--- src/rtl/vccr_pkg.sv ---
// Purpose: Shared constants and carriers for the codec control register bank.
// Assumes: Registers are eight bits wide and addressed by a 5-bit index.
// Notes:   Registers 7 and 9 are held as plain storage with fixed reserved masks; 8 is read-only short status.
package vccr_pkg;

   // ==========================================================================
   // Register addresses
   localparam logic [4:0] ADDR_ZERO     = 5'h00;
   localparam logic [4:0] ADDR_CTRL_ONE = 5'h01;
   localparam logic [4:0] ADDR_CTRL_TWO = 5'h02;
   localparam logic [4:0] ADDR_PLL_DIV  = 5'h03;
   localparam logic [4:0] ADDR_PLL_MUL  = 5'h04;
   localparam logic [4:0] ADDR_RX_GAIN  = 5'h05;
   localparam logic [4:0] ADDR_ADC_VOL  = 5'h06;
   localparam logic [4:0] ADDR_DAC_VOL  = 5'h07;
   localparam logic [4:0] ADDR_SHORT    = 5'h08;
   localparam logic [4:0] ADDR_ATTEN    = 5'h09;

   // ==========================================================================
   // Reset values
   localparam logic [7:0] RST_CTRL_ONE = 8'h00;
   localparam logic [7:0] RST_CTRL_TWO = 8'h00;
   localparam logic [7:0] RST_PLL_DIV  = 8'h00;
   localparam logic [7:0] RST_PLL_MUL  = 8'h00;
   localparam logic [7:0] RST_RX_GAIN  = 8'h47;
   localparam logic [7:0] RST_ADC_VOL  = 8'h5C;
   localparam logic [7:0] RST_DAC_VOL  = 8'h5C;
   localparam logic [7:0] RST_ATTEN    = 8'h00;

   // ==========================================================================
   // Writable-bit masks, and the status-bit mask of read-only register 8; reserved positions are zero
   localparam logic [7:0] MASK_CTRL_ONE = 8'h1F;
   localparam logic [7:0] MASK_CTRL_TWO = 8'h1E;
   localparam logic [7:0] MASK_FULL     = 8'hFF;
   localparam logic [7:0] MASK_VOL      = 8'h7F;
   localparam logic [7:0] MASK_ATTEN    = 8'h0F;
   localparam logic [7:0] MASK_SHORT    = 8'hE0;

   // ==========================================================================
   // Field positions
   localparam int BIT_SOFT_RESET  = 7;
   localparam int BIT_SPEAKER_ON  = 4;
   localparam int BIT_LINE_ON     = 3;
   localparam int BIT_HANDSET_ON  = 2;
   localparam int BIT_MIC_BIAS    = 1;
   localparam int BIT_CHIP_SLEEP  = 0;
   localparam int BIT_HIGHPASS    = 4;
   localparam int BIT_PLL_TEN     = 3;
   localparam int BIT_ANALOG_LOOP = 2;
   localparam int BIT_STREAM_LOOP = 1;
   localparam int BIT_LINE_MUTE   = 5;
   localparam int BIT_MIC_MUTE    = 2;
   localparam int BIT_HS_MUTE     = 1;
   localparam int BIT_IIR         = 0;
   localparam int BIT_LINE_OUT    = 1;
   localparam int BIT_HS_OUT      = 0;
   localparam int BIT_SPK_LEFT    = 1;
   localparam int BIT_SPK_RIGHT   = 0;

   // ==========================================================================
   // PLL final-stage divide figures
   localparam logic [3:0] PLL_DIV_TEN  = 4'hA;
   localparam logic [3:0] PLL_DIV_FIVE = 4'h5;

   // ==========================================================================
   // Carriers
   typedef struct packed {
      logic       valid;
      logic       read;
      logic [4:0] addr;
      logic [7:0] wdata;
   } vccr_access_s;

   typedef struct packed {
      logic       speaker_drive_on;
      logic       line_drive_on;
      logic       handset_drive_on;
      logic       mic_bias_off;
      logic       chip_sleep;
      logic       highpass_off;
      logic [3:0] pll_final_div;
      logic       analog_loopback;
      logic       bitstream_loopback;
      logic [8:0] pll_divider_value;
      logic [8:0] pll_multiplier_value;
      logic       pll_bypass;
      logic [4:0] line_in_gain_db;
      logic       line_in_mute;
      logic [4:0] mic_gain_db;
      logic       mic_mute;
      logic       handset_in_mute;
      logic       iir_select;
      logic [4:0] receive_gain;
      logic       line_out_mute;
      logic       handset_out_mute;
      logic [4:0] transmit_gain;
      logic       left_speaker_mute;
      logic       right_speaker_mute;
      logic [1:0] line_out_atten;
   } vccr_ctrl_s;

   typedef struct packed {
      logic [7:0] ctrl_one;
      logic [7:0] ctrl_two;
      logic [7:0] pll_div;
      logic [7:0] pll_mul;
      logic [7:0] rx_gain;
      logic [7:0] adc_vol;
      logic [7:0] dac_vol;
      logic [7:0] atten;
   } vccr_regs_s;

endpackage : vccr_pkg

--- src/rtl/vccr_decode.sv ---
// Purpose: Turns stored register fields into the controls the analog side uses.
// Assumes: Inputs are registered values on CLK_SYS.
// Notes:   Registered output so every top output comes from a flip-flop.
`timescale 1ns/10ps
module vccr_decode (
   input  wire logic                 clk,
   input  wire logic                 rst,
   input  wire vccr_pkg::vccr_regs_s regs,
   output vccr_pkg::vccr_ctrl_s      ctrl
);

   // ==========================================================================
   // Decode
   typedef struct packed {
      vccr_pkg::vccr_ctrl_s ctrl;
   } vccr_dec_state_s;

   vccr_dec_state_s st_q;
   vccr_dec_state_s st_d;

   always_comb begin
      st_d = st_q;
      st_d.ctrl.speaker_drive_on   = regs.ctrl_one[vccr_pkg::BIT_SPEAKER_ON];
      st_d.ctrl.line_drive_on      = regs.ctrl_one[vccr_pkg::BIT_LINE_ON];
      st_d.ctrl.handset_drive_on   = regs.ctrl_one[vccr_pkg::BIT_HANDSET_ON];
      st_d.ctrl.mic_bias_off       = regs.ctrl_one[vccr_pkg::BIT_MIC_BIAS];
      st_d.ctrl.chip_sleep         = regs.ctrl_one[vccr_pkg::BIT_CHIP_SLEEP];
      st_d.ctrl.highpass_off       = regs.ctrl_two[vccr_pkg::BIT_HIGHPASS];
      st_d.ctrl.pll_final_div      = regs.ctrl_two[vccr_pkg::BIT_PLL_TEN] ?
                                     vccr_pkg::PLL_DIV_TEN : vccr_pkg::PLL_DIV_FIVE;
      st_d.ctrl.analog_loopback    = regs.ctrl_two[vccr_pkg::BIT_ANALOG_LOOP];
      st_d.ctrl.bitstream_loopback = regs.ctrl_two[vccr_pkg::BIT_STREAM_LOOP];
      st_d.ctrl.pll_divider_value    = {1'b0, regs.pll_div} + 9'h001;
      st_d.ctrl.pll_multiplier_value = {1'b0, regs.pll_mul} + 9'h001;
      st_d.ctrl.pll_bypass = (regs.pll_div == 8'h00) && (regs.pll_mul == 8'h00);
      unique case (regs.rx_gain[7:6])
         2'h3:    st_d.ctrl.line_in_gain_db = 5'h14;
         2'h2:    st_d.ctrl.line_in_gain_db = 5'h0A;
         default: st_d.ctrl.line_in_gain_db = 5'h00;
      endcase
      st_d.ctrl.line_in_mute    = regs.rx_gain[vccr_pkg::BIT_LINE_MUTE];
      // Widened before the product so that code 11 gives 30 without wrapping.
      st_d.ctrl.mic_gain_db     = {3'h0, regs.rx_gain[4:3]} * 5'h0A;
      st_d.ctrl.mic_mute        = regs.rx_gain[vccr_pkg::BIT_MIC_MUTE];
      st_d.ctrl.handset_in_mute = regs.rx_gain[vccr_pkg::BIT_HS_MUTE];
      st_d.ctrl.iir_select      = regs.rx_gain[vccr_pkg::BIT_IIR];
      st_d.ctrl.receive_gain    = regs.adc_vol[6:2];
      st_d.ctrl.line_out_mute   = ~regs.adc_vol[vccr_pkg::BIT_LINE_OUT];
      st_d.ctrl.handset_out_mute   = ~regs.adc_vol[vccr_pkg::BIT_HS_OUT];
      st_d.ctrl.transmit_gain      = regs.dac_vol[6:2];
      st_d.ctrl.left_speaker_mute  = ~regs.dac_vol[vccr_pkg::BIT_SPK_LEFT];
      st_d.ctrl.right_speaker_mute = ~regs.dac_vol[vccr_pkg::BIT_SPK_RIGHT];
      st_d.ctrl.line_out_atten     = regs.atten[3:2];
   end

   always_ff @(posedge clk) begin
      if (rst) begin
         st_q <= '0;
      end else begin
         st_q <= st_d;
      end
   end

   assign ctrl = st_q.ctrl;

   // This stage is still held in reset on the edge that releases it, so that edge starts no check.
   chk_pll_bypass_follows: assert property (@(posedge clk) disable iff (rst)
      (!rst && regs.pll_div == 8'h00 && regs.pll_mul == 8'h00) |=> ctrl.pll_bypass)
      else $error("PLL bypass did not follow zero divider and multiplier.");

   chk_pll_plus_one: assert property (@(posedge clk) disable iff (rst)
      !rst |=> ctrl.pll_divider_value == {1'b0, $past(regs.pll_div)} + 9'h001)
      else $error("PLL divider value is not stored value plus one.");

endmodule // vccr_decode

--- src/rtl/vccr_bank.sv ---
// Purpose: Control register bank of a voiceband codec, reached one access per frame.
// Assumes: The serial framer delivers each access as a one-cycle request on CLK_SYS.
// Notes:   Read data is registered and valid one cycle after the request.
//
// ============================================================================
// Overview of operation
// - Address zero reads zero; writes to it change nothing.
// - Writing one to soft reset restores all registers; bit self-clears.
// - Speaker drive bit low powers down both speaker drivers.
// - Line and handset drive bits low power down their drivers.
// - Mic bias bit high powers down the bias buffer.
// - Chip sleep bit high puts the device in low-power mode.
// - High-pass disable bit high turns the filter off.
// - PLL final stage divides by ten when set, five when clear.
// - Analog loopback routes DAC output into ADC input.
// - Bitstream loopback routes one-bit DAC stream into ADC stream.
// - PLL divider and multiplier registers hold value minus one.
// - Line mute bit high mutes line input, low routes it.
// - Mic and handset mute bits high mute, low route to mixer.
// - Filter select bit high picks IIR, low picks FIR.
// - Receive gain field steps 1.5 dB, 10111 is 0 dB.
// - One access per frame: read flag, 5-bit address, data.
// - Divider and multiplier both zero bypass the PLL.
`timescale 1ns/10ps
module vccr_bank (
   input  wire logic                   CLK_SYS,
   input  wire logic                   RST,
   input  wire vccr_pkg::vccr_access_s ACCESS,
   input  wire logic [2:0]             SHORT_FLAGS,
   output vccr_pkg::vccr_ctrl_s        CTRL,
   output logic [7:0]                  READ_DATA,
   output logic                        READ_VALID
);

   // ==========================================================================
   // State
   typedef struct packed {
      vccr_pkg::vccr_regs_s regs;
      logic [2:0]           short_meta;
      logic [2:0]           short_sync;
      logic [7:0]           rdata;
      logic                 rvalid;
   } vccr_state_s;

   vccr_state_s st_q;
   vccr_state_s st_d;

   function automatic vccr_pkg::vccr_regs_s reset_regs();
      vccr_pkg::vccr_regs_s r;
      r.ctrl_one = vccr_pkg::RST_CTRL_ONE;
      r.ctrl_two = vccr_pkg::RST_CTRL_TWO;
      r.pll_div  = vccr_pkg::RST_PLL_DIV;
      r.pll_mul  = vccr_pkg::RST_PLL_MUL;
      r.rx_gain  = vccr_pkg::RST_RX_GAIN;
      r.adc_vol  = vccr_pkg::RST_ADC_VOL;
      r.dac_vol  = vccr_pkg::RST_DAC_VOL;
      r.atten    = vccr_pkg::RST_ATTEN;
      return r;
   endfunction

   // ==========================================================================
   // Access handling
   // The short-circuit flags come from analog comparators, so they are synchronised first.
   always_comb begin
      st_d            = st_q;
      st_d.short_meta = SHORT_FLAGS;
      st_d.short_sync = st_q.short_meta;
      st_d.rvalid     = 1'b0;
      if (ACCESS.valid && ACCESS.read) begin
         st_d.rvalid = 1'b1;
         unique case (ACCESS.addr)
            vccr_pkg::ADDR_CTRL_ONE: st_d.rdata = st_q.regs.ctrl_one;
            vccr_pkg::ADDR_CTRL_TWO: st_d.rdata = st_q.regs.ctrl_two;
            vccr_pkg::ADDR_PLL_DIV:  st_d.rdata = st_q.regs.pll_div;
            vccr_pkg::ADDR_PLL_MUL:  st_d.rdata = st_q.regs.pll_mul;
            vccr_pkg::ADDR_RX_GAIN:  st_d.rdata = st_q.regs.rx_gain;
            vccr_pkg::ADDR_ADC_VOL:  st_d.rdata = st_q.regs.adc_vol;
            vccr_pkg::ADDR_DAC_VOL:  st_d.rdata = st_q.regs.dac_vol;
            vccr_pkg::ADDR_SHORT:    st_d.rdata = {st_q.short_sync, 5'h00};
            vccr_pkg::ADDR_ATTEN:    st_d.rdata = st_q.regs.atten;
            default:                 st_d.rdata = 8'h00;
         endcase
      end
      if (ACCESS.valid && !ACCESS.read) begin
         // Reserved bits are masked on write, so they always read back as zero.
         unique case (ACCESS.addr)
            vccr_pkg::ADDR_CTRL_ONE: begin
               if (ACCESS.wdata[vccr_pkg::BIT_SOFT_RESET]) begin
                  st_d.regs = reset_regs();
               end else begin
                  st_d.regs.ctrl_one = ACCESS.wdata & vccr_pkg::MASK_CTRL_ONE;
               end
            end
            vccr_pkg::ADDR_CTRL_TWO:
               st_d.regs.ctrl_two = ACCESS.wdata & vccr_pkg::MASK_CTRL_TWO;
            vccr_pkg::ADDR_PLL_DIV:  st_d.regs.pll_div = ACCESS.wdata;
            vccr_pkg::ADDR_PLL_MUL:  st_d.regs.pll_mul = ACCESS.wdata;
            vccr_pkg::ADDR_RX_GAIN:  st_d.regs.rx_gain = ACCESS.wdata;
            vccr_pkg::ADDR_ADC_VOL:
               st_d.regs.adc_vol = ACCESS.wdata & vccr_pkg::MASK_VOL;
            vccr_pkg::ADDR_DAC_VOL:
               st_d.regs.dac_vol = ACCESS.wdata & vccr_pkg::MASK_VOL;
            vccr_pkg::ADDR_ATTEN:
               st_d.regs.atten = ACCESS.wdata & vccr_pkg::MASK_ATTEN;
            // Address zero and unlisted addresses are dropped without effect.
            default: st_d.regs = st_q.regs;
         endcase
      end
   end

   always_ff @(posedge CLK_SYS) begin
      if (RST) begin
         st_q.regs       <= '0;
         st_q.regs.rx_gain <= vccr_pkg::RST_RX_GAIN;
         st_q.regs.adc_vol <= vccr_pkg::RST_ADC_VOL;
         st_q.regs.dac_vol <= vccr_pkg::RST_DAC_VOL;
         st_q.short_meta <= '0;
         st_q.short_sync <= '0;
         st_q.rdata      <= '0;
         st_q.rvalid     <= 1'b0;
      end else begin
         st_q <= st_d;
      end
   end

   // ==========================================================================
   // Field decode
   vccr_decode u_decode (
      .clk  (CLK_SYS),
      .rst  (RST),
      .regs (st_q.regs),
      .ctrl (CTRL)
   );

   assign READ_DATA  = st_q.rdata;
   assign READ_VALID = st_q.rvalid;

   // ==========================================================================
   // Checks
   chk_zero_reads_zero: assert property (@(posedge CLK_SYS) disable iff (RST)
      (ACCESS.valid && ACCESS.read && ACCESS.addr == vccr_pkg::ADDR_ZERO)
      |=> (READ_VALID && READ_DATA == 8'h00))
      else $error("Address zero did not read as zero.");

   chk_zero_write_inert: assert property (@(posedge CLK_SYS) disable iff (RST)
      (ACCESS.valid && !ACCESS.read && ACCESS.addr == vccr_pkg::ADDR_ZERO)
      |=> $stable(st_q.regs))
      else $error("Write to address zero changed a register.");

   chk_soft_reset_all: assert property (@(posedge CLK_SYS) disable iff (RST)
      (ACCESS.valid && !ACCESS.read && ACCESS.addr == vccr_pkg::ADDR_CTRL_ONE
       && ACCESS.wdata[7])
      |=> (st_q.regs.ctrl_one == 8'h00 && st_q.regs.rx_gain == 8'h47
           && st_q.regs.adc_vol == 8'h5C && st_q.regs.pll_div == 8'h00))
      else $error("Soft reset did not restore reset values.");

   chk_soft_reset_clears: assert property (@(posedge CLK_SYS) disable iff (RST)
      st_q.regs.ctrl_one[7] == 1'b0)
      else $error("Soft reset bit did not clear itself.");

   chk_speaker_drive: assert property (@(posedge CLK_SYS) disable iff (RST)
      1'b1 |=> CTRL.speaker_drive_on == $past(st_q.regs.ctrl_one[4]))
      else $error("Speaker drive does not follow its control bit.");

   chk_mic_bias_off: assert property (@(posedge CLK_SYS) disable iff (RST)
      1'b1 |=> CTRL.mic_bias_off == $past(st_q.regs.ctrl_one[1]))
      else $error("Mic bias power-down does not follow its bit.");

   chk_pll_final_div: assert property (@(posedge CLK_SYS) disable iff (RST)
      st_q.regs.ctrl_two[3] |=> CTRL.pll_final_div == 4'hA)
      else $error("PLL final stage is not divide by ten.");

   chk_line_gain_map: assert property (@(posedge CLK_SYS) disable iff (RST)
      (st_q.regs.rx_gain[7:6] == 2'h3) |=> CTRL.line_in_gain_db == 5'h14)
      else $error("Line gain code 11 did not give 20 dB.");

   chk_mic_gain_map: assert property (@(posedge CLK_SYS) disable iff (RST)
      (st_q.regs.rx_gain[4:3] == 2'h3) |=> CTRL.mic_gain_db == 5'h1E)
      else $error("Mic gain code 11 did not give 30 dB.");

   chk_reserved_zero: assert property (@(posedge CLK_SYS) disable iff (RST)
      (st_q.regs.ctrl_two[0] == 1'b0 && st_q.regs.ctrl_one[6:5] == 2'h0
       && st_q.regs.adc_vol[7] == 1'b0))
      else $error("A reserved bit is set.");

   chk_read_one_cycle: assert property (@(posedge CLK_SYS) disable iff (RST)
      (ACCESS.valid && ACCESS.read)
      |=> READ_VALID ##1 (READ_VALID == $past(ACCESS.valid && ACCESS.read)))
      else $error("Read answer timing wrong.");

endmodule // vccr_bank

--- config.mk ---
export PLATFORM = sky130hd
export DESIGN_NAME = vccr_bank
export DESIGN_NICKNAME = d
export VERILOG_FILES = /design/src/rtl/vccr_pkg.sv /design/src/rtl/vccr_decode.sv /design/src/rtl/vccr_bank.sv
export SDC_FILE = /design/constraint.sdc
export NUM_CORES = 1
export LEC_CHECK = 0
export BUFFER_PORTS_ARGS = -buffer_cell sky130_fd_sc_hd__buf_2
export CORE_MARGIN = 2
export CORE_UTILIZATION = 23
export CTS_BUF_LIST = sky130_fd_sc_hd__clkbuf_16
export DETAILED_ROUTE_END_ITERATION = 7
export GPL_TIMING_DRIVEN = 0
export PLACE_DENSITY = 0.36
export SKIP_LAST_GASP = 1
export SLEW_MARGIN = 10
export SYNTH_ARGS = -nofsm -noshare
export SYNTH_HDL_FRONTEND = slang
export SYNTH_SLANG_ARGS = --single-unit
--- constraint.sdc ---
create_clock -name CLK_SYS -period 2.7 [get_ports CLK_SYS]
set_input_delay 0.405 -clock CLK_SYS [delete_from_list [all_inputs] [get_ports CLK_SYS]]
set_output_delay 0.405 -clock CLK_SYS [all_outputs]
set_load 0.02 [all_outputs]
**Word level (Yosys, flattened, before mapping)**

Cells that the tools add are included.

- Add/sub/neg operators: 2
- Multipliers: 1
- Bitwise gates (word level): 4
- Equal/unequal tests: 12
- Mux-type cells: 13
- Reductions and logical operators: 21

Operators by type and width:

| operator | count |
|---|---|
| one-hot mux 8 bit (2 select lines) | 7 |
| one-hot mux 8 bit (9 select lines) | 1 |
| two-way mux 56 bit | 1 |
| AND reduction 3 bit | 7 |
| == test 5 x 3 -> 1 bit (second input constant) | 4 |
| adder 8 x 1 -> 9 bit (second input constant) | 2 |
| logical NOT 8 bit | 2 |
| nonzero test 2 bit | 7 |
| == test 5 x 2 -> 1 bit (second input constant) | 2 |
| == test 5 x 4 -> 1 bit (second input constant) | 2 |
| one-hot mux 5 bit (2 select lines) | 1 |
| == test 5 x 1 -> 1 bit (second input constant) | 1 |
| two-way mux 5 bit | 1 |
| == test 2 bit (second input constant) | 2 |
| multiplier 2 x 3 -> 4 bit (second input constant) | 1 |
| two-way mux 4 bit | 1 |
| NOT 1 bit | 4 |
| logical AND 1 bit | 3 |
| != test 2 bit (second input constant) | 1 |
| AND reduction 2 bit | 1 |
| logical NOT 1 bit | 1 |
| two-way mux 1 bit | 1 |

- Register bits: 140
- Output and inout port bits: 70
- Logic and storage cells: 91

**Logic depth before layout (Yosys ltp)**

- Depth in word-level cells: 3
- Mapped depth: 7
- Gate-level depth less buffers: 4

**Hierarchy**

A second synthesis with hierarchy kept.

- Cells, all modules: 508
- Area, all modules: 4912.2 sq um

Modules (own cells, without submodules):

| module | area each (sq um) | sequential area each (sq um) | cells an instance | instances |
|---|---|---|---|---|
| vccr_bank | 3163.0 | 1321.3 | 342 | 1 |
| vccr_decode | 1749.2 | 1061.0 | 166 | 1 |

**Least setup slack after synthesis**

OpenSTA, ideal clock, no wires.

- Path type: input -> register
- From: input ACCESS[8] (netlist bit)
- To: register st_q, in the netlist READ_DATA[2]
- Library setup time: 0.122 ns
- Stages: 7
- Setup slack: 1.104 ns
- Arrival time: 1.474 ns
- Path buffers: 3
- Required time: 2.578 ns
- Cells stage by stage: buf_4 buf_4 buf_2 mux2i_1 o22ai_1 a221oi_1 o21ai_1

- Word-level cells in the longest chain between the ends: 2
- Elaborated cells between the ends (all ways): 10
- Classes of those cells: eq/ne (9); mux (1)

Ends and longest elaborated chain:

| item | line | text |
|---|---|---|
| start: declaration | vccr_bank.sv:28 | `input wire vccr_pkg::vccr_access_s ACCESS,` |
| == test 5 x 4 -> 1 bit (tied with other cells) | vccr_bank.sv:71 | `unique case (ACCESS.addr)` |
| one-hot mux 8 bit (9 select lines) * | vccr_bank.sv:71 |  |
| end signal: assignment | vccr_bank.sv:122 | `st_q <= st_d;` |
| end: declaration | vccr_bank.sv:45 | `vccr_state_s st_q;` |

Mark *: on every way between the ends. The rest lies on a longest branch, timed or not.
A chain may end at the register's enable or synchronous reset.

**Worst setup path in the final report**

Ends and elaborated chain as after synthesis.

==> run metrics <==
outcome=finished clean; DP Worst Slack=521 ps; Inst Count DP=824; Max VDD drop=380 µV; top cells by area, synth=dfxtp_1 50%, nor2b_1 5.2%, a22o_1 4.0%; core box area=0.0204 mm²; # diodes=0; worst-margin pin slew=between 700 and 800 ps; clk slew on worst S/H paths=60 ps; Slew headroom=50.6%; kind of critical path=in2reg; setup TNS=0 ps; number of failing hold endpoints at the final stage=0; initial core utilization=23.5%; first-pass detailed-route iteration total=4; P per Cell Area=between 600 and 700 mW/mm²; nets=597; period utilization=66.1%; fmax=between 500 and 600 MHz; largest net degree at the start of global routing=17; GR Layer Usage met1=roughly a fifth; YS warnings=0; Setup violations, final=0; cts repair resizes=0; fin area=between 0.006 and 0.007 mm²; final worst setup slack=roughly 900 ps; # clock sinks=between 100 and 150; area of the multi-input gates=~0.0021 mm²; Reg area=0.00238 mm²; FF+latch count, synth=roughly 120; Die Span Y=around 150 µm; drt total wl=roughly 16 mm; mean routed wirelength per cell=18.7 µm; largest area contributor in the netlist=dfxtp_1; hpwl dp=11.8 mm; Synth Instances=~470; Final Critical Period=1790 ps; Setup crit end kind=flop; share of layout cells above drive strength 1=~28%; Commonest cells post-synth=119 x dfxtp_1, 40 x nor2b_1, 37 x nor2_1, 22 x a22o_1, 21 x buf_4; M3 GR Usage=about 4.5%; fill count=between 2000 and 2500; H-tree levels=4; top-level port count=90; antenna violations before repair=0; IO buf count=82; CTS Buf Count=17; total global-route track usage=approximately 15%; Antenna Violating Nets Remaining=0; R2R Setup Slk=1200 ps; Post-synth EDFFs=0; post-synth top area share=49.7%; Pins Over Slew Limit=0; max_cap viols=0; first-pass GRT wire length=about 24 mm; Longest Clk Path Bufs=2; GR Layer Usage met2=24.1%; CTS tree=yes; worst min-delay path class=in2reg; Non-Filler Instances=approximately 860; Req. time, crit path=approximately 3000 ps; vias per cell=roughly 4.5; grt ovf=0; routed vias=between 3000 and 4000; Post-CTS Setup Bufs=0; post-layout util=between 20 and 30%; Clock Tree Root=clkbuf_16; die width=~150 µm; 1st-iter DRT viols=between 200 and 250; Area after DPL=about 0.0055 mm²; startpoint types=primary input; unrepaired setup endpoints after global routing=false; predominant post-synthesis flop cell=dfxtp_1; area growth from synthesis to layout=27.3%; Pleak=approximately 2.5 nW; post-synthesis cell type count=65; Avg Synthesized Cell Area=between 10 and 15 µm²; Post-Syn Area=between 0.004 and 0.005 mm²; DRC Markers=0; CTS hold repair buffers=0; vias in the first global route=roughly 3900; Worst EP arrival=roughly 2100 ps; Placer Congestion=approximately 0.83; full die area=roughly 0.022 mm²; crit path max fanout=10; FFs w/ async S/R, synth=0%; Layout Skew=around 5.4 ps; most frequent cell after synthesis=dfxtp_1; Rows=52; clk_lat worst skew=about 420 ps; sequential area share after synthesis=49.7%; GR peak layer=met2
power by group:
part,switching (mW),internal (mW)
logic,0.176,0.0819
registers,0.00935,1.78
clock network,0.879,1.26
total,1.06,3.13
state kept, by name (all words and copies together) (netlist names):
name           count
READ_DATA          8
st_d               3
READ_VALID         1
st_q              54
u_decode.ctrl     53
per-layer routing:
metal	part of all wire [%]	routed length, µm
met1	47	7530
met2	47	7510
met3	4.5	723
met4	1.7	280
met5	0	0
worst max-delay path: stages:
cell and delay, ps:
buf_4 150, buf_4 250, buf_2 330, mux2i_1 330
o22ai_1 140, a221oi_1 360, o21ai_1 100
kinds of logic (layout without fill, tap and decap cells):
group                      after synthesis  in the layout  share of synthesized area [%]
other                                    1              2                         0.0783
AOI/OAI and AO/OA                       93             93                           14.6
adders and majority gates                4              4                           1.04
DFF                                    119            119                           49.7
and+or+nand+nor                        172            172                           21.7
muxes                                   19             19                           4.39
buffers and inverters                   51            165                           6.35
xor gates and xnor gates                12             12                           2.19
area by class of cell:
class,instances,area share (%)
clock buffer,17,6.98
timing repair buffer,82,6.73
sequential,119,39.1
tap,270,5.54
inverter,5,0.308
buffer,46,4.68
clock inverter,15,2.13
multi-input combinational,302,34.6
cell usage in the layout (no fill, tap or decap), types with 4 or more instances in the layout:
cell and instances:
buf_2 91, nor4_1 5, xnor2_1 4, clkbuf_16 17
nor2b_1 40, a21oi_1 14, inv_1 6, buf_4 21
o21ai_1 9, xor2_1 8, clkbuf_1 9, dfxtp_1 119
nand3b_1 10, nand2_1 17, a22oi_1 8, nor2_1 37
nand2b_1 11, mux2i_1 12, nand3_1 13, clkinvlp_4 4
and3_1 8, o22a_1 8, ha_1 4, o22ai_1 8
a22o_1 22, buf_1 4
through the flow:
stage	hold WS, ps	power, mW
floorplan	408	1.98
global placement	431	2.09
detailed placement	434	2.09
CTS	181	4.25
global route	199	4.36
finish	199	4.19
path summary, 6_finish.rpt:
| path | start | end | cells after the start |
|---|---|---|---|
| worst max-delay path | ACCESS[8] | READ_DATA[2] | 7 |
| worst min-delay path | SHORT_FLAGS[1] | st_d[10] | 2 |
| worst max register to register | st_q[54] | READ_DATA[7] | 4 |
| worst min register to register | st_q[31] | u_decode.ctrl[9] | 1 |
(Power assumes the default switching activity.)
